## src/hdl/uwf_cfg.svh

```systemverilog
// Purpose: Constants of the serial transmitter and receiver.
// Assumes: Included by the top module and by the testbench.
// Notes:   Byte offsets of the APB registers, status bit positions,
//          reset values and the oversampling ratio.
//
// Notes on behaviour
// - UART works only while mode register holds 1.
// - Bit rate is clock over twice divisor plus fraction.
// - Sample ticks run eight times bit rate, divisor minimum 8; lower divisor writes are accepted.
// - Divisor range covers 300 bps to 921.6 kbps.
// - Width bit picks seven or eight data bits.
// - Transmit one or two stops, receive needs one.
// - Parity enable adds parity bit both ways.
// - Even parity is XOR, odd inverts it.
// - Start, data LSB first, parity, then stops.
// - Frame spans nine to twelve bit times.
// - Idle line high, start bit goes low.
// - DMA uses the same FIFO paths as software.
// - With flow control, start only when CTS low.
// - CTS rising mid-character finishes that character.
// - Automatic RTS low while two entries free.
// - Manual RTS follows the software level bit.
// - Without flow control CTS ignored, RTS unused.
// - Receiver filters glitches and false start bits.
// - Overrun flags and drops; data read clears.
`ifndef UWF_CFG_SVH
`define UWF_CFG_SVH

// Register byte offsets.
`define UWF_A_MODE 8'h00
`define UWF_A_DIVI 8'h04
`define UWF_A_FRAC 8'h08
`define UWF_A_CFG  8'h0c
`define UWF_A_DATA 8'h10
`define UWF_A_STAT 8'h14

// Status register bit positions.
`define UWF_SB_CTS  0
`define UWF_SB_RXV  1
`define UWF_SB_TXF  2
`define UWF_SB_OVF  3
`define UWF_SB_FRM  4
`define UWF_SB_PAR  5
`define UWF_SB_IDLE 6

// Reset values and fixed counts.
`define UWF_R_MODE  2'h0
`define UWF_R_DIVI  16'h0008
`define UWF_R_FRAC  1'h0
`define UWF_R_CFG   7'h00
`define UWF_MODE_UART 2'h1
`define UWF_OSR     4'h8
`define UWF_MIN_DIV 8

`endif

```

## src/hdl/uwf_pkg.sv

```systemverilog
// Purpose: Types shared by the serial block.
// Assumes: uwf_cfg.svh holds the numeric constants.
// Notes:   Frame phases are one-hot.
package uwf_pkg;

    // Phase of a transmit or receive frame.
    typedef enum logic [4:0] {
        UWF_IDLE  = 5'h01,
        UWF_START = 5'h02,
        UWF_DATA  = 5'h04,
        UWF_PAR   = 5'h08,
        UWF_STOP  = 5'h10
    } uwf_ph_t;

    // One receive FIFO entry with its error flags.
    typedef struct packed {
        logic       perr;
        logic       ferr;
        logic [7:0] data;
    } uwf_rxe_t;

    // Frame configuration, bit 0 upward: sw_rts_level, two_stop_sel,
    // parity_enable, odd_parity_sel, data_width_sel, flow_ctrl_enable,
    // auto_rts_enable.
    typedef struct packed {
        logic auto_rts_enable;
        logic flow_ctrl_enable;
        logic data_width_sel;
        logic odd_parity_sel;
        logic parity_enable;
        logic two_stop_sel;
        logic sw_rts_level;
    } uwf_cfg_t;

endpackage

```

## src/hdl/uwf_top.sv

```systemverilog
// Purpose: UART with FIFOs, DMA ports and RTS/CTS behind APB.
// Assumes: All inputs synchronous to pclk.
// Notes:   Oversamples each bit eight times.
`timescale 1ns/1ps
`include "uwf_cfg.svh"
module uwf_top
    import uwf_pkg::*;
#(
    parameter int DEPTH = 4,
    parameter int DIVW  = 16
) (
    input  wire logic        pclk,
    input  wire logic        presetn,
    input  wire logic        psel,
    input  wire logic        penable,
    input  wire logic        pwrite,
    input  wire logic [7:0]  paddr,
    input  wire logic [31:0] pwdata,
    output logic      [31:0] prdata,
    output logic             pready,
    output logic             pslverr,
    output logic             txd,
    input  wire logic        rxd,
    input  wire logic        cts_n,
    output logic             rts_n,
    input  wire logic        dma_tx_valid,
    input  wire logic [7:0]  dma_tx_data,
    output logic             dma_tx_ready,
    output logic             dma_rx_valid,
    output logic      [7:0]  dma_rx_data,
    input  wire logic        dma_rx_ready
);

    //--------------------------------------------------------------
    // Sizes and checks
    //--------------------------------------------------------------
    localparam int PW = $clog2(DEPTH);
    localparam int AW = DIVW + 1;
    localparam logic [PW:0] FULL = (PW + 1)'(DEPTH);
    localparam logic [PW:0] ROOM2 = (PW + 1)'(DEPTH - 2);

    // Refuse sizes the pointers or the divisor cannot serve.
    if (DEPTH < 2 || (DEPTH & (DEPTH - 1)) != 0 || DIVW < 4) begin : g_bad
        $error("uwf_top: DEPTH must be a power of two, DIVW >= 4");
    end

    //--------------------------------------------------------------
    // State
    //--------------------------------------------------------------
    typedef struct packed {
        logic [1:0]                 mode;
        logic [DIVW-1:0]            divi;
        logic                       frac;
        uwf_cfg_t                   cfg;
        logic [AW-1:0]              acc;
        logic [DEPTH-1:0][7:0]      tmem;
        logic [PW-1:0]              twp;
        logic [PW-1:0]              trp;
        logic [PW:0]                tcn;
        uwf_rxe_t [DEPTH-1:0]       rmem;
        logic [PW-1:0]              rwp;
        logic [PW-1:0]              rrp;
        logic [PW:0]                rcn;
        logic                       ovf;
        uwf_ph_t                    tph;
        logic [2:0]                 tsub;
        logic [2:0]                 tbit;
        logic                       tstp;
        logic [7:0]                 tchr;
        uwf_ph_t                    rph;
        logic [2:0]                 rsub;
        logic [2:0]                 rbit;
        logic [7:0]                 rchr;
        logic                       rpe;
        logic [2:0]                 rsh;
        logic                       rf;
        logic                       rdok;
        logic [31:0]                prdata;
        logic                       pready;
        logic                       pslverr;
        logic                       txd;
        logic                       rts_n;
        logic                       dtr;
        logic                       drv;
        logic [7:0]                 drd;
    } uwf_st_t;

    // Reset image: idle lines high, RTS deasserted.
    function automatic uwf_st_t rst_val();
        rst_val       = '0;
        rst_val.mode  = `UWF_R_MODE;
        rst_val.divi  = DIVW'(`UWF_R_DIVI);
        rst_val.frac  = `UWF_R_FRAC;
        rst_val.cfg   = uwf_cfg_t'(`UWF_R_CFG);
        rst_val.tph   = UWF_IDLE;
        rst_val.rph   = UWF_IDLE;
        rst_val.rsh   = 3'h7;
        rst_val.rf    = 1'b1;
        rst_val.txd   = 1'b1;
        rst_val.rts_n = 1'b1;
        rst_val.dtr   = 1'b1;
    endfunction

    localparam uwf_st_t ST_RST = rst_val();

    uwf_st_t         q;
    uwf_st_t         d;
    logic            en;
    logic            tick;
    logic            setup;
    logic            done;
    logic [AW-1:0]   per;
    logic [AW:0]     sum;
    logic [31:0]     rd;
    logic            err;
    logic [2:0]      last;
    logic [7:0]      mask;
    logic            tpush;
    logic [7:0]      tdat;
    logic            tpop;
    logic            rpush;
    logic            rpop;
    logic            tend;
    logic            rend;
    logic [6:0]      stat;
    logic            nxtw;
    logic            nxtr;

    //--------------------------------------------------------------
    // Next-state logic
    //--------------------------------------------------------------
    // Bus slave, baud timing, FIFOs, both serial engines and outputs.
    always_comb begin
        d     = q;
        tpush = 1'b0;
        tdat  = 8'h00;
        tpop  = 1'b0;
        rpush = 1'b0;
        rpop  = 1'b0;
        rd    = 32'h0;
        err   = 1'b0;
        en    = q.mode == `UWF_MODE_UART;
        setup = psel & ~penable & ~q.pready;
        done  = psel & penable & q.pready;
        nxtw  = setup & pwrite & (paddr == `UWF_A_DATA);
        nxtr  = setup & ~pwrite & (paddr == `UWF_A_DATA);
        last  = q.cfg.data_width_sel ? 3'h7 : 3'h6;
        mask  = q.cfg.data_width_sel ? 8'hff : 8'h7f;

        // Period is twice divisor plus fraction.
        per  = {q.divi, 1'b0} + AW'(q.frac);
        // Eight ticks per bit from an accumulator.
        sum  = {1'b0, q.acc} + (AW + 1)'(`UWF_OSR);
        tick = en & (sum >= {1'b0, per});
        if (!en) begin
            d.acc = '0;
        end else if (tick) begin
            d.acc = AW'(sum - {1'b0, per});
        end else begin
            d.acc = AW'(sum);
        end
        tend = tick & (q.tsub == 3'h7);
        rend = tick & (q.rsub == 3'h7);

        // Status word as software sees it.
        stat = '0;
        stat[`UWF_SB_CTS]  = ~cts_n;
        stat[`UWF_SB_RXV]  = q.rcn != '0;
        stat[`UWF_SB_TXF]  = q.tcn != FULL;
        stat[`UWF_SB_OVF]  = q.ovf;
        stat[`UWF_SB_FRM]  = (q.rcn != '0) & q.rmem[q.rrp].ferr;
        stat[`UWF_SB_PAR]  = (q.rcn != '0) & q.rmem[q.rrp].perr;
        stat[`UWF_SB_IDLE] = (q.tcn == '0) & (q.tph == UWF_IDLE);

        // DMA pushes into the transmit FIFO path.
        if (dma_tx_valid && q.dtr) begin
            tpush = 1'b1;
            tdat  = dma_tx_data;
        end
        // DMA pops from the receive FIFO path.
        if (q.drv && dma_rx_ready) begin
            rpop = 1'b1;
        end

        // Bus writes take effect at the completing edge.
        if (done && pwrite) begin
            unique case (paddr)
                `UWF_A_MODE: d.mode = pwdata[1:0];
                `UWF_A_DIVI: d.divi = pwdata[DIVW-1:0];
                `UWF_A_FRAC: d.frac = pwdata[0];
                `UWF_A_CFG:  d.cfg  = uwf_cfg_t'(pwdata[6:0]);
                // Data write pushes onto transmit FIFO.
                `UWF_A_DATA: begin
                    tpush = q.tcn != FULL;
                    tdat  = pwdata[7:0];
                end
                default: ;
            endcase
        end
        // Data read pops the oldest character.
        if (done && !pwrite && paddr == `UWF_A_DATA && q.rdok) begin
            rpop   = 1'b1;
            d.rdok = 1'b0;
        end
        // Data read clears the overrun flag.
        if (done && !pwrite && paddr == `UWF_A_DATA) begin
            d.ovf = 1'b0;
        end

        // Transmit frame engine.
        unique case (q.tph)
            UWF_IDLE: begin
                if (tick && q.tcn != '0 &&
                    (!q.cfg.flow_ctrl_enable || !cts_n)) begin
                    tpop   = 1'b1;
                    d.tchr = q.tmem[q.trp] & mask;
                    d.tph  = UWF_START;
                    d.tsub = 3'h0;
                end
            end
            UWF_START: begin
                if (tend) begin
                    d.tph  = UWF_DATA;
                    d.tbit = 3'h0;
                end
            end
            // Frame runs on regardless of CTS.
            UWF_DATA: begin
                if (tend && q.tbit == last) begin
                    d.tph  = q.cfg.parity_enable ? UWF_PAR : UWF_STOP;
                    d.tstp = 1'b0;
                end else if (tend) begin
                    d.tbit = q.tbit + 3'h1;
                end
            end
            UWF_PAR: begin
                if (tend) begin
                    d.tph  = UWF_STOP;
                    d.tstp = 1'b0;
                end
            end
            UWF_STOP: begin
                if (tend && q.cfg.two_stop_sel && !q.tstp) begin
                    d.tstp = 1'b1;
                end else if (tend) begin
                    d.tph = UWF_IDLE;
                end
            end
        endcase
        if (q.tph != UWF_IDLE && tick) begin
            d.tsub = q.tsub + 3'h1;
        end

        // Majority of three samples rejects glitches.
        if (tick) begin
            d.rsh = {q.rsh[1:0], rxd};
            d.rf  = (q.rsh[0] & q.rsh[1]) | (q.rsh[0] & q.rsh[2]) |
                    (q.rsh[1] & q.rsh[2]);
        end
        if (q.rph != UWF_IDLE && tick) begin
            d.rsub = q.rsub + 3'h1;
        end

        // Receive frame engine.
        unique case (q.rph)
            UWF_IDLE: begin
                if (tick && !q.rf) begin
                    d.rph  = UWF_START;
                    d.rsub = 3'h0;
                end
            end
            UWF_START: begin
                if (tick && q.rsub == 3'h3) begin
                    d.rph  = q.rf ? UWF_IDLE : UWF_DATA;
                    d.rsub = 3'h0;
                    d.rbit = 3'h0;
                    d.rchr = 8'h00;
                    d.rpe  = 1'b0;
                end
            end
            UWF_DATA: begin
                if (rend) begin
                    d.rchr[q.rbit] = q.rf;
                    d.rbit = q.rbit + 3'h1;
                    if (q.rbit == last) begin
                        d.rph = q.cfg.parity_enable ? UWF_PAR : UWF_STOP;
                    end
                end
            end
            UWF_PAR: begin
                // Parity check over the data bits.
                if (rend) begin
                    d.rpe = q.rf ^ (^q.rchr) ^ q.cfg.odd_parity_sel;
                    d.rph = UWF_STOP;
                end
            end
            UWF_STOP: begin
                // One stop bit checked on receive.
                if (rend) begin
                    rpush = 1'b1;
                    d.rph = UWF_IDLE;
                end
            end
        endcase

        // Leaving UART mode aborts both engines.
        if (!en) begin
            d.tph = UWF_IDLE;
            d.rph = UWF_IDLE;
        end

        // Transmit FIFO pointers and count.
        if (tpush) begin
            d.tmem[q.twp] = tdat;
            d.twp = q.twp + PW'(1);
        end
        if (tpop) begin
            d.trp = q.trp + PW'(1);
        end
        d.tcn = q.tcn + (PW + 1)'(tpush) - (PW + 1)'(tpop);

        // Full FIFO drops the character and flags it.
        if (rpush && q.rcn == FULL) begin
            d.ovf = 1'b1;
        end else if (rpush) begin
            d.rmem[q.rwp] = '{perr: q.rpe, ferr: ~q.rf, data: q.rchr};
            d.rwp = q.rwp + PW'(1);
        end
        if (rpop) begin
            d.rrp = q.rrp + PW'(1);
        end
        d.rcn = q.rcn + (PW + 1)'(rpush && q.rcn != FULL)
                      - (PW + 1)'(rpop);

        // Bus read data is captured in the setup cycle.
        unique case (paddr)
            `UWF_A_MODE: rd = 32'(q.mode);
            `UWF_A_DIVI: rd = 32'(q.divi);
            `UWF_A_FRAC: rd = 32'(q.frac);
            `UWF_A_CFG:  rd = 32'(q.cfg);
            `UWF_A_DATA: rd = d.rcn != '0 ? 32'(d.rmem[d.rrp].data) : '0;
            `UWF_A_STAT: rd = 32'(stat);
            default:     err = 1'b1;
        endcase
        d.pready  = setup;
        d.pslverr = setup & err;
        if (setup) begin
            d.prdata = pwrite ? 32'h0 : rd;
        end
        if (nxtr) begin
            d.rdok = d.rcn != '0;
        end

        // Start low, data LSB first, parity, stops.
        unique case (d.tph)
            UWF_START: d.txd = 1'b0;
            UWF_DATA:  d.txd = d.tchr[d.tbit];
            UWF_PAR:   d.txd = (^d.tchr) ^ q.cfg.odd_parity_sel;
            default:   d.txd = 1'b1;
        endcase

        // No flow control leaves RTS deasserted.
        if (d.mode != `UWF_MODE_UART || !d.cfg.flow_ctrl_enable) begin
            d.rts_n = 1'b1;
        end else if (d.cfg.auto_rts_enable) begin
            d.rts_n = d.rcn > ROOM2;
        end else begin
            d.rts_n = ~d.cfg.sw_rts_level;
        end

        // DMA handshakes skip cycles the bus owns the data port.
        d.dtr = (d.tcn != FULL) & ~nxtw;
        d.drv = (d.rcn != '0) & ~nxtr;
        d.drd = d.rmem[d.rrp].data;
    end

    // Registers the whole state.
    always_ff @(posedge pclk or negedge presetn) begin
        if (!presetn) begin
            q <= ST_RST;
        end else begin
            q <= d;
        end
    end

    // Outputs straight from the state register.
    assign prdata       = q.prdata;
    assign pready       = q.pready;
    assign pslverr      = q.pslverr;
    assign txd          = q.txd;
    assign rts_n        = q.rts_n;
    assign dma_tx_ready = q.dtr;
    assign dma_rx_valid = q.drv;
    assign dma_rx_data  = q.drd;
endmodule

```

## config.mk

```make
export PLATFORM = sky130hd
export DESIGN_NAME = uwf_top
export DESIGN_NICKNAME = d
export VERILOG_FILES = /design/src/hdl/uwf_pkg.sv /design/src/hdl/uwf_top.sv
export VERILOG_INCLUDE_DIRS = /design/src /design/src/hdl
export SDC_FILE = /design/constraint.sdc
export NUM_CORES = 1
export LEC_CHECK = 0
export ABC_AREA = 1
export BUFFER_PORTS_ARGS = -buffer_cell sky130_fd_sc_hd__buf_2
export CORE_MARGIN = 4
export CORE_UTILIZATION = 45
export DETAILED_ROUTE_END_ITERATION = 10
export PLACE_DENSITY = 0.73
export SYNTH_ARGS = -nofsm -noshare
export SYNTH_HDL_FRONTEND = slang
export SYNTH_SLANG_ARGS = --single-unit
```

## constraint.sdc

```tcl
create_clock -name pclk -period 12.64 [get_ports pclk]
set_clock_uncertainty 0.2 [all_clocks]
set_input_delay 1.264 -clock pclk [delete_from_list [all_inputs] [get_ports pclk]]
set_output_delay 1.264 -clock pclk [all_outputs]
set_load 0.02 [all_outputs]
```

# After elaboration in Yosys (flattened, before gate mapping)
# Cells that the tools add are included.
dict set report word_totals {
  ff_bits 221
  input_bits 57
  output_inout_bits 46
  elab_cells 300
}
dict set report classes {
  add_sub_neg 15
  magnitude_cmp 12
  eq_ne 43
  muxes 88
  bitwise 35
  reduce_logical 52
}
# operator count
set op_table {}
lappend op_table {{two-way mux 8 bit} 12}
lappend op_table {{case mux 16 bit (6 select lines)} 1}
lappend op_table {{two-way mux 42 bit} 2}
lappend op_table {{two-way mux 5 bit} 12}
lappend op_table {{case mux 5 bit (5 select lines)} 2}
lappend op_table {{binary-select mux 10 bit (select 2 bit)} 2}
lappend op_table {{bitwise mux 40 bit} 1}
lappend op_table {{two-way mux 17 bit} 2}
lappend op_table {{bitwise mux 32 bit} 1}
lappend op_table {{two-way mux 32 bit} 1}
lappend op_table {{inequality test 3 bit, second input constant} 9}
lappend op_table {{two-way mux 26 bit} 1}
lappend op_table {{two-way mux 1 bit} 24}
lappend op_table {{case mux 11 bit (2 select lines)} 1}
lappend op_table {{two-way mux 3 bit} 7}
lappend op_table {{bitwise AND 1 bit} 20}
lappend op_table {{demux 10 bit (select 2 bit)} 1}
lappend op_table {{logical AND 1 bit} 20}
lappend op_table {{two-way mux 10 bit} 2}
lappend op_table {{two-way mux 20 bit} 1}
lappend op_table {{adder 17 x 4 -> 18 bit, second input constant} 1}
lappend op_table {{greater-or-equal comparator 18 x 17 -> 1 bit} 1}
lappend op_table {{adder 17 x 1 -> 17 bit} 1}
lappend op_table {{subtractor 17 bit} 1}
lappend op_table {{52 further kinds} 119}

# Longest topological paths before layout
# Gate-level depths: netlist of the first run.
dict set report logic_depth {
  ltp_word 13
  depth_mapped 33
  depth_no_buf 32
}

# Least setup slack after synthesis of the first run
# OpenSTA, ideal clock, no wires.
dict set report synth_timing {
  path_type {register to register}
  startpoint {register q[181] in the netlist's numbering}
  endpoint {register q, in the netlist prdata[0]}
  arrival_time_ns 4.245
  required_time_ns 12.323
  setup_slack_ns 8.078
  path_stages_with_launch 34
  path_buffers 1
  path_cell_list {dfrtp_1 -> ha_1 -> nand2_1 -> nor3_1 -> nand2_1 -> xor2_1 -> inv_1 -> ha_1 -> nand2_1 -> inv_2 -> nand2_1 -> nor2_1 -> nand2_1 -> nand3_1 -> nand2_1 -> nand3_2 -> nand2_4 -> nor2_4 -> nand2_2 -> nor2_4 -> buf_2 -> inv_1 -> ha_1 -> inv_1 -> ha_1 -> fa_1 -> xor2_1 -> nand3_1 -> nand2_1 -> inv_1 -> nand3_1 -> nand2_1 -> nand2_1 -> nand2_1}
}
dict set report synth_between {
  elab_chain_cells 13
  elab_cells_between_ends 18
}
# item line_no
set synth_rtl {}
lappend synth_rtl {{start, declared} uwf_top.sv:106} ;# uwf_st_t q;
lappend synth_rtl {{start signal, assigned} uwf_top.sv:380} ;# q <= ST_RST;
lappend synth_rtl {{start signal, assigned} uwf_top.sv:382} ;# q <= d;
lappend synth_rtl {{adder 17 x 4 -> 18 bit (*)} uwf_top.sv:153} ;# sum = {1'b0, q.acc} + (AW + 1)'(`UWF_OSR);
lappend synth_rtl {{greater-or-equal comparator 18 x 17 -> 1 bit (*)} uwf_top.sv:154} ;# tick = en & (sum >= {1'b0, per});
lappend synth_rtl {{bitwise AND 1 bit (*)} uwf_top.sv:154}
lappend synth_rtl {{bitwise AND 1 bit (*)} uwf_top.sv:163} ;# rend = tick & (q.rsub == 3'h7);
lappend synth_rtl {{two-way mux 1 bit (*)} uwf_top.sv:299} ;# if (rend) begin
lappend synth_rtl {{two-way mux 1 bit (*)} uwf_top.sv:265} ;# unique case (q.rph)
lappend synth_rtl {{logical AND 1 bit, or another cell as far along} uwf_top.sv:332} ;# d.rcn = q.rcn + (PW + 1)'(rpush && q.rcn != FULL)
lappend synth_rtl {{adder 3 x 1 -> 3 bit or two-way mux 42 bit (tied branches)} {uwf_top.sv:332, uwf_top.sv:323}}
lappend synth_rtl {{subtractor 3 x 1 -> 3 bit or binary-select mux 10 bit (select 2 bit) (tied branches)} {uwf_top.sv:333, uwf_top.sv:341}}
lappend synth_rtl {{nonzero test 3 bit or two-way mux 8 bit (tied branches)} uwf_top.sv:341} ;# `UWF_A_DATA: rd = d.rcn != '0 ? 32'(d.rmem[d.rrp].data) : '0;
lappend synth_rtl {{two-way mux 8 bit (*)} uwf_top.sv:341}
lappend synth_rtl {{case mux 16 bit (6 select lines) (*)} uwf_top.sv:336} ;# unique case (paddr)
lappend synth_rtl {{two-way mux 32 bit (*)} uwf_top.sv:348} ;# d.prdata = pwrite ? 32'h0 : rd;
# Mark *: on every way between the ends. The rest lies on a longest branch, timed or not. The select of a mux whose other input is x is not followed.
# A chain may end at the register's enable or synchronous reset.

==> flow_metrics.tcl, run 1 <==
set metrics [dict create \
    outcome "finished clean" \
    area_growth_syn_to_layout_pct 9.90 \
    tightest_slew_ps 1020 \
    timing.fmax_ghz 0.173 \
    power.density_nw_per_um2 124 \
    cp.arrival_ps 6040 \
    layout-drive-gt1-share_pct 10.1 \
    hold_end "q[123]$_DFF_PN0_" \
    nets 1588 \
    start_kind "register" \
    end_kind "register" \
    swShare_pct 27.1 \
    fp-row-count 58 \
    crit_required_ps 12880 \
    crit_type "reg2reg" \
    multiInputGateArea_um2 5030 \
    gr-usage-all-layers_pct 19.2 \
    htree_num_levels 1 \
    dieArea_um2 28000 \
    cts-hold-fix-buffers 0 \
    p_switching_mw 0.420 \
    die_w_um 167 \
    setup_tns_ps 0 \
    drt_pre_antenna_iters 5 \
    netlist_area_um2 11400 \
    p_leak_nw 6.43 \
    yosys.area.top_type "dfrtp_1" \
    vdd_drop_max_mv 0.0856 \
    grt_pass1_vias 9136 \
    power_frac_comb_pct 12.7 \
    p_clk_share_pct 42.7 \
    synth_flop_cell "dfrtp_1" \
    grt_pass1_wl_mm 45.4 \
    grt_max_degree 125 \
    final_area_um2 12600 \
    root_buffer "clkbuf_16" \
    clkTransAtPathRegs_ps 60 \
    maxSlewViolCount 0 \
    initial_core_util_pct 45.5 \
    final_antenna_net_count 0 \
    final-hold-violation-count 0 \
    ys_ff_latch 205 \
    pin_count 103 \
    syn_avg_cell_area_um2 7.87 \
    post-route-period-util_pct 45.8 \
    mostFrequentLayoutCell "nand2_1" \
    clockBufferDepth 3 \
    synth-seq-area-share_pct 45.0 \
    drtIter0Drc 701 \
    slowest_delay_ps 550 \
    cpMostUsedCell "nand2_1" \
    fp.coreArea_um2 25100 \
    mostFrequentLayoutCells "nand2_1 (372), inv_1 (209), dfrtp_1 (195), o21ai_0 (123), nand3_1 (86)" \
    route.vias.total 9618 \
    relSlewSlack_pct 31.7 \
    grt_util_met1_pct 27.7 \
    regArea_um2 5140 \
    cp_slowest_cell "fa_1" \
    r2r_cells 32 \
    cts_inserted_buffers 24 \
    synth_area_leaders "dfrtp_1 (43%), nand2_1 (12%), inv_1 (6.9%), o21ai_0 (5.4%), ha_1 (4.2%)" \
    synthArstFlopShare_pct 100 \
    r2r_slack_ps 6850 \
    use_met3_pct 3.59 \
    rsz0062_at_grt "false" \
    postSynthCellCount 1451 \
    dp_hpwl_mm 19.3 \
    synth_cell_types 53 \
    timing.rr.end "prdata[7]$_DFFE_PN0P_" \
    place_congestion 0.911 \
    worstSetupStartpoint "q[181]$_DFF_PN0_" \
    grt_overflow 0 \
    postCtsSetupBuffers 0 \
    yosysWarnings 0 \
    antenna_found_initial 1 \
    portBuffers 70 \
    cap_viol_max_count 0 \
    dpl_worst_slack_ps 6930 \
    period_minus_slack_ps 5790 \
    die_y_um 167 \
    p_int_mw 1.13 \
    filler_cell_count 2427 \
    cts_tree "done" \
    clock_sinks 205 \
    critPathMaxFanout 18 \
    clk_latency_ps 510 \
    hold_path.startpoint "q[123]$_DFF_PN0_" \
    placed_cell_area_um2 11800 \
    finalSetupViolations 0 \
    r2r_start "q[181]$_DFF_PN0_" \
    top_usage_layer "met2" \
    insertedDiodeCount 0 \
    vias_per_cell 5.23 \
    setup_slack_ps 6850 \
    hold_path_class "reg2reg" \
    yosysTopAreaCellShare_pct 42.7 \
    p_seq_share_pct 44.5 \
    post_cts_resized 0 \
    grt.met2_usage_pct 30.3 \
    synth_edf_count 0 \
    hold_depth 2 \
    wl_per_cell_um 14.7 \
    drc_errors 0 \
    drt-total-wl_mm 27.0 \
]
## layer usage
layer  part of all wire (%)  vias up
li1                       -     4702
met1                     47     4565
met2                     44      299
met3                    6.9       50
met4                    2.0        2
met5                  0.041        -
## registers in the layout, summed over array words and instances, names as in the netlist
register      flops
dma_rx_data       8
dma_rx_valid      1
dma_tx_ready      1
prdata           16
pready            1
pslverr           1
q               175
rts_n             1
txd               1
## final cells by class
cell class | count | area share [%]
clock buffer | 37 | 5.50
inverter | 222 | 6.64
timing repair buffer | 72 | 2.98
multi-input combinational | 965 | 40.1
clock inverter | 7 | 0.498
sequential | 205 | 41.0
tap | 330 | 3.29
## cell families after synthesis
kind of cell | synth area share [%]
buf+inv | 11.4
other cells | 0.0328
compound gates | 13.5
xor+xnor | 3.14
mux | 0.0877
flops | 45.0
fa+ha+maj | 4.78
simple gates | 22.0
## how the worst max path moves through the flow
| stage | endpoint | cells after the start |
|---|---|---|
| after global routing | prdata[6]$_DFFE_PN0P_ | 32 |
| after CTS | prdata[7]$_DFFE_PN0P_ | 32 |
| after floorplan | prdata[0]$_DFFE_PN0P_ | 33 |
| after global placement | prdata[6]$_DFFE_PN0P_ | 32 |
| final | prdata[7]$_DFFE_PN0P_ | 32 |
| after detailed placement | prdata[1]$_DFFE_PN0P_ | 32 |
## critical path: cells and delay by family, from the launching register on
family | cells | cell delay (ps)
adders and majority gates | 5 | 1560
DFF | 1 | 410
buffers and inverters | 6 | 570
xor gates and xnor gates | 1 | 200
and+or+nand+nor | 20 | 2760
## power groups by stage
stage	Combinational [mW]	Clock (mW)	Sequential (mW)
floorplan	0.140	0	0.701
global placement	0.190	0	0.701
detailed placement	0.195	0	0.702
CTS	0.196	0.675	0.690
global route	0.220	0.707	0.692
finish	0.197	0.663	0.690
## through the flow
| stage | hold WS (ps) | cells | utilization, % | power, mW |
|---|---|---|---|---|
| after floorplan | 243 | 1466 | - | 0.842 |
| after detailed placement | 259 | 1794 | 47.0 | 0.896 |
| after CTS | 273 | 1838 | 50.0 | 1.56 |
| after global placement | 253 | 1794 | 47.0 | 0.892 |
| final | 271 | 1838 | 50.0 | 1.55 |
| after global routing | 285 | 1838 | 50.0 | 1.62 |
## synthesized netlist by cell type, types with 8 or more instances
cell type,n
o21ai_0,123
o21ai_2,11
xnor2_1,12
and2_1,9
nor2_1,75
a21oi_1,50
dfrtp_1,195
ha_1,38
dfstp_2,10
o21ai_1,22
o22ai_1,30
inv_1,209
buf_4,41
inv_2,8
clkbuf_1,15
nand3_1,86
nor3_1,21
xor2_1,29
nand2_1,372
buf_2,15
(Power assumes the default switching activity.)
==> run 2: changes to the inputs <==
--- a/config.mk
+++ b/config.mk
@@ -6,7 +6,7 @@
 export SDC_FILE = /design/constraint.sdc
 export NUM_CORES = 1
 export LEC_CHECK = 0
-export ABC_AREA = 1
+export ABC_AREA = 0
 export BUFFER_PORTS_ARGS = -buffer_cell sky130_fd_sc_hd__buf_2
 export CORE_MARGIN = 4
 export CORE_UTILIZATION = 45
==> constraint.sdc (replaced) <==
create_clock -name pclk -period 6.07 [get_ports pclk]
set_clock_uncertainty 0.2 [all_clocks]
set_input_delay 0.607 -clock pclk [delete_from_list [all_inputs] [get_ports pclk]]
set_output_delay 0.607 -clock pclk [all_outputs]
set_load 0.02 [all_outputs]
==> flow_metrics.tcl, run 2 <==
set metrics [dict create \
    cp_slowest_cell "a2111o_1" \
    grt_pass1_wl_mm 44.6 \
    synth-seq-area-share_pct 45.6 \
    yosysTopAreaCellShare_pct 43.3 \
    clockBufferDepth 3 \
    synth_area_leaders "dfrtp_1 (43%), mux2_2 (5.6%), nand2_1 (5.5%), ha_1 (4.2%), a21oi_1 (4.1%)" \
    synth_cell_types 80 \
    tightest_slew_ps 931 \
    clkTransAtPathRegs_ps 60 \
    synth-simple-area-share_pct 14.3 \
    hold_ws_ps -32.5 \
    synthAdderAreaFrac_pct 4.75 \
    cpMostUsedCell "ha_1" \
    final_antenna_net_count 0 \
    clock_sinks 205 \
    cp.arrival_ps 5940 \
    p_int_mw 2.65 \
    crit_type "reg2reg" \
    swShare_pct 28.5 \
    mostFrequentLayoutCells "dfrtp_1 (195), nand2_1 (165), a21oi_1 (92), nor2_1 (85), buf_2 (69)" \
    vdd_drop_max_mv 0.172 \
    p_leak_nw 5.79 \
    drt_pre_antenna_iters 5 \
    period_minus_slack_ps 5720 \
    slowest_delay_ps 550 \
    fp.coreArea_um2 24500 \
    synth_edf_count 0 \
    rsz0062_at_grt "false" \
    ys_ff_latch 205 \
    top_register "q" \
    portBuffers 70 \
    nets 1296 \
    cts_tree "done" \
    synth_top_family_by_area "compound AO/OA/AOI/OAI gates" \
    start_kind "register" \
    vias_per_cell 5.65 \
    relSlewSlack_pct 37.7 \
    drt-total-wl_mm 27.6 \
    grt_pass1_vias 8504 \
    setup_tns_ps 0 \
    synth_flop_cell "dfrtp_1" \
    htree_num_levels 1 \
    root_buffer "clkbuf_16" \
    wl_per_cell_um 17.9 \
    end_kind "register" \
    critPathMaxFanout 6 \
    final-hold-violation-count 13 \
    syn_avg_cell_area_um2 9.68 \
    antenna_found_initial 1 \
    mostFrequentLayoutCell "dfrtp_1" \
    synth-xor-area-share_pct 4.51 \
    post-route-period-util_pct 94.3 \
    route.vias.total 8692 \
    dieArea_um2 27700 \
    grt_overflow 0 \
    pin_count 103 \
    failed_checks "negative hold slack" \
    cts_inserted_buffers 23 \
    drc_errors 0 \
    yosysMostFrequentCell "dfrtp_1" \
    power_mw 3.70 \
    largest_reg_flops 175 \
    filler_cell_count 2164 \
    layout-drive-gt1-share_pct 17.5 \
    synthTopCellsByCount "dfrtp_1 (195), nand2_1 (165), a21oi_1 (92)" \
    initial_core_util_pct 46.1 \
    synth_compound_area_share_pct 16.0 \
    hold_path_class "in2async" \
    dp_hpwl_mm 20.0 \
    cap_viol_max_count 0 \
    netlist_area_um2 11300 \
    synth_mux_area_share_pct 8.61 \
    p_switching_mw 1.05 \
    gr-usage-all-layers_pct 19.4 \
    crit_chain "ha_1, and3_1, xor2_1, ha_1, nand4_1, or3_1, a2111o_1, a21oi_4, and4_1, inv_1, ha_1, inv_1, ha_1, fa_1, xnor2_1, nor3_1, or3_1, nor2_1, inv_1, o211ai_1" \
    power.density_nw_per_um2 297 \
    p_seq_share_pct 43.9 \
    clk_latency_ps 500 \
    maxSlewViolCount 0 \
    finalSetupViolations 0 \
    timing.fmax_ghz 0.175 \
    area_growth_syn_to_layout_pct 10.6 \
    p_clk_share_pct 38.5 \
    die_w_um 166 \
    place_congestion 0.906 \
    crit_required_ps 6290 \
    yosys.area.top_type "dfrtp_1" \
    cts-hold-fix-buffers 0 \
    power_frac_comb_pct 17.6 \
    synthArstFlopShare_pct 100 \
    drtIter0Drc 752 \
    postSynthCellCount 1165 \
    postCtsSetupBuffers 0 \
    grt_max_degree 99 \
    fp-row-count 57 \
    die_y_um 166 \
    post_cts_resized 0 \
    yosysWarnings 0 \
    outcome "finished with violations" \
]
-- run 2: cell count changes after synthesis, moves of 15 or more --
cell,delta
nand2_1,-207
inv_1,-156
nand3_1,-62
o21ai_0,-57
mux2_2,+56
a21oi_1,+42
xnor2_1,+35
clkbuf_1,+24
o22ai_1,-24
a22oi_1,+23
o21ai_1,-21
xor2_1,-18
a22o_1,+15
-- run 2: metal layers --
metal | wire length [um] | up-vias | GRT usage, %
met5 | 0 | - | 0
met4 | 765 | 0 | 6.15
met3 | 1440 | 44 | 2.76
met2 | 12900 | 275 | 31.4
li1 | - | 4109 | -
met1 | 12400 | 4264 | 27.1
-- run 2: worst max-delay path, delay by kind of cell, from the launching register on --
kind,cells,cell delay (ps)
AND/OR/NAND/NOR,7,1960
adder cells (fa/ha/maj),5,1440
AO/OA/AOI/OAI,3,930
XOR/XNOR,2,440
flip-flops,1,410
buffers and inverters,3,230
-- run 2: power groups by stage --
stage / clock network [mW] / registers [mW] / logic [mW]
3_5_place_dp: 0 / 1.65 / 0.650
2_1_floorplan: 0 / 1.62 / 0.483
3_3_place_gp: 0 / 1.64 / 0.627
4_1_cts: 1.45 / 1.62 / 0.656
6_report: 1.43 / 1.62 / 0.653
5_1_grt: 1.51 / 1.64 / 0.734
-- run 2: layout make-up --
type / instances / area [um2] / area share [%]
Antenna cell: 1 / 2.50 / 0.0201
Clock buffer: 33 / 653 / 5.24
Clock inverter: 8 / 121 / 0.973
Inverter: 56 / 211 / 1.70
Multi-Input combinational cell: 830 / 5490 / 44.0
Sequential cell: 205 / 5140 / 41.2
Tap cell: 324 / 405 / 3.25
Timing Repair Buffer: 82 / 449 / 3.60
-- run 2: kinds of logic (layout without fill, tap and decap cells) --
family                   after synthesis  in the layout
AND/OR/NAND/NOR                      355            355
buffers and inverters                145            179
other                                  1             17
flip-flops                           205            205
XOR/XNOR                              58             58
AO/OA/AOI/OAI                        283            283
multiplexers                          77             77
adder cells (fa/ha/maj)               41             41
-- run 2: path summary, 6_finish.rpt --
path	slack (ps)	startpoint	depth (start not counted)	to
max	350	q[181]$_DFF_PN0_	20	prdata[4]$_DFFE_PN0P_
min	-30	presetn	1	q[123]$_DFF_PN0_
max reg2reg	350	q[181]$_DFF_PN0_	20	prdata[4]$_DFFE_PN0P_
min reg2reg	260	q[50]$_DFFE_PN1N_	2	q[50]$_DFFE_PN1N_
max in group asynchronous	4400	presetn	2	q[179]$_DFFE_PN0P_
min in group pclk	120	rxd	3	q[48]$_DFFE_PN1N_
-- run 2: metrics by stage --
step	hold slack (ps)	instance area, um2	utilization, %	setup WS [ps]	instances
6_report	-32.5	12500	51.0	349	1539
2_1_floorplan	111	11300	-	704	1180
3_3_place_gp	248	11700	47.8	569	1497
4_1_cts	11.8	12500	51.0	406	1538
3_5_place_dp	254	11700	47.8	410	1497
5_1_grt	41.5	12500	51.0	165	1539
==> run 3: changes to the inputs <==
--- a/config.mk
+++ b/config.mk
@@ -12,6 +12,8 @@
 export CORE_UTILIZATION = 45
 export DETAILED_ROUTE_END_ITERATION = 10
 export PLACE_DENSITY = 0.73
+export RECOVER_POWER = 25
+export REMOVE_ABC_BUFFERS = 1
 export SYNTH_ARGS = -nofsm -noshare
 export SYNTH_HDL_FRONTEND = slang
 export SYNTH_SLANG_ARGS = --single-unit
==> flow_metrics.tcl, run 3 (synthesized netlist as in run 2, its figures left out) <==
set metrics [dict create \
    outcome "finished with violations" \
    failed_checks "max-capacitance violations, max-slew violations" \
    period_minus_slack_ps 5580 \
    finalSetupViolations 0 \
    wl_per_cell_um 17.7 \
    crit_required_ps 6300 \
    grt_overflow 0 \
    crit_type "reg2reg" \
    postCtsSetupBuffers 0 \
    dieArea_um2 27700 \
    cp.arrival_ps 5810 \
    start_kind "register" \
    route.vias.total 8613 \
    grt_pass1_wl_mm 44.3 \
    setup_slack_ps 494 \
    cts_inserted_buffers 23 \
    fp-row-count 57 \
    root_buffer "clkbuf_16" \
    clkTransAtPathRegs_ps 60 \
    drt-total-wl_mm 27.2 \
    place_congestion 0.901 \
    pin_count 103 \
    gr-usage-all-layers_pct 19.3 \
    hold_path_class "in2reg" \
    grt_max_degree 87 \
    die_w_um 166 \
    cts_tree "done" \
    nets 1296 \
    cap_viol_max_count 1 \
    vias_per_cell 5.59 \
    initial_core_util_pct 46.1 \
    final_util_pct 51.2 \
    hold_ws_ps 98.1 \
    dpl_worst_slack_ps 402 \
    timing.fmax_ghz 0.179 \
    clockBufferDepth 3 \
    vdd_drop_max_mv 0.182 \
    area_growth_syn_to_layout_pct 11.0 \
    mostFrequentLayoutCells "dfrtp_1 (195), nand2_1 (165), a21oi_1 (92), nor2_1 (83), o21ai_0 (66)" \
    post-route-period-util_pct 91.9 \
    maxSlewViolCount 72 \
    htree_num_levels 1 \
    setup_tns_ps 0 \
    final-hold-violation-count 0 \
    mostFrequentLayoutCell "dfrtp_1" \
    multiInputGateArea_um2 5490 \
    portBuffers 70 \
    grt_pass1_vias 8507 \
    tightest_slew_ps 3810 \
    met3_wirelength_mm 1.96 \
    routed.top_layer "met5" \
    relSlewSlack_pct -154 \
    antenna_found_initial 4 \
    clock_sinks 205 \
    wl_met2_mm 12.5 \
    end_kind "register" \
    final_antenna_net_count 0 \
    die_y_um 166 \
    top_register "q" \
    dp_hpwl_mm 19.8 \
    power.density_nw_per_um2 308 \
    clk_latency_ps 520 \
    largest_reg_flops 175 \
    regArea_um2 5140 \
    filler_cell_count 2153 \
    fp.coreArea_um2 24500 \
    layout-drive-gt1-share_pct 15.1 \
    p_leak_nw 5.70 \
    drtIter0Drc 738 \
    drt_pre_antenna_iters 5 \
    drc_errors 0 \
    met1Wirelength_mm 11.9 \
    critPathMaxFanout 6 \
    rsz0062_at_grt "false" \
]
## run 3: cell types whose count changed in the layout (fill, tap and decap cells not counted), sizes merged
cell	before	now
buf	81	49
clkbuf	34	63
bufinv	3	6
clkinv	4	2
clkinvlp	1	3
dlygate4sd3	0	1
## run 3: per-stage QoR
stage | cell area, um2 | power (mW) | std cells
after floorplan | 10800 | 2.09 | 1091
after global placement | 11700 | 2.26 | 1496
after detailed placement | 11700 | 2.29 | 1496
after CTS | 12600 | 3.88 | 1539
after global routing | 12500 | 4.04 | 1540
final | 12500 | 3.86 | 1540
## run 3: final cells by class
| class | instances | area share (%) |
|---|---|---|
| Multi-Input combinational cell | 830 | 43.9 |
| Sequential cell | 205 | 41.1 |
| Clock buffer | 31 | 5.16 |
| Tap cell | 324 | 3.24 |
| Timing Repair Buffer | 82 | 3.21 |
| Clock inverter | 11 | 1.73 |
| Inverter | 56 | 1.69 |
| Antenna cell | 1 | 0.0200 |
## run 3: worst max-delay path, stage by stage, from the launching register on
cell	delay [ps]
dfrtp_1	410
ha_1	240
and3_1	250
xor2_1	190
ha_1	360
nand4_1	180
or3_1	450
a2111o_1	530
a21oi_4	180
and4_1	200
inv_1	40
ha_1	260
inv_1	40
ha_1	190
fa_1	400
xnor2_1	270
nor3_1	110
or3_1	420
nor2_2	270
inv_1	130
o211ai_1	180
## run 3: where the power goes
part / internal (mW) / leakage (nW) / total (mW) / switching [mW]
clock: 1.00 / 0.411 / 1.58 / 0.576
sequential: 1.52 / 2.63 / 1.63 / 0.104
combinational: 0.249 / 2.66 / 0.649 / 0.400
## run 3: final timing paths
path / startpoint / endpoint / slack [ps] / cells past startpoint
setup / recovery: q[181]$_DFF_PN0_ / prdata[4]$_DFFE_PN0P_ / 490 / 20
hold / removal: rxd / q[48]$_DFFE_PN1N_ / 100 / 3
setup reg to reg: q[181]$_DFF_PN0_ / prdata[4]$_DFFE_PN0P_ / 490 / 20
hold reg to reg: q[50]$_DFFE_PN1N_ / q[50]$_DFFE_PN1N_ / 260 / 2
max in group asynchronous: presetn / q[103]$_DFF_PN0_ / 1150 / 3
min in group asynchronous: presetn / q[184]$_DFF_PN0_ / 1750 / 2
## run 3: routing by layer
| layer | global-route usage, % | vias to the layer above |
|---|---|---|
| met5 | 0.522 | - |
| met4 | 5.80 | 6 |
| met3 | 4.26 | 63 |
| met2 | 31.0 | 288 |
| met1 | 26.5 | 4158 |
| li1 | - | 4098 |
## run 3: what timing repair did
item | in CTS | in global routing
hold buffers | 1 | 0
endpoints found under the hold margin | 67 | 0
endpoints found under the setup margin | 0 | 4
resized for setup | 0 | 2
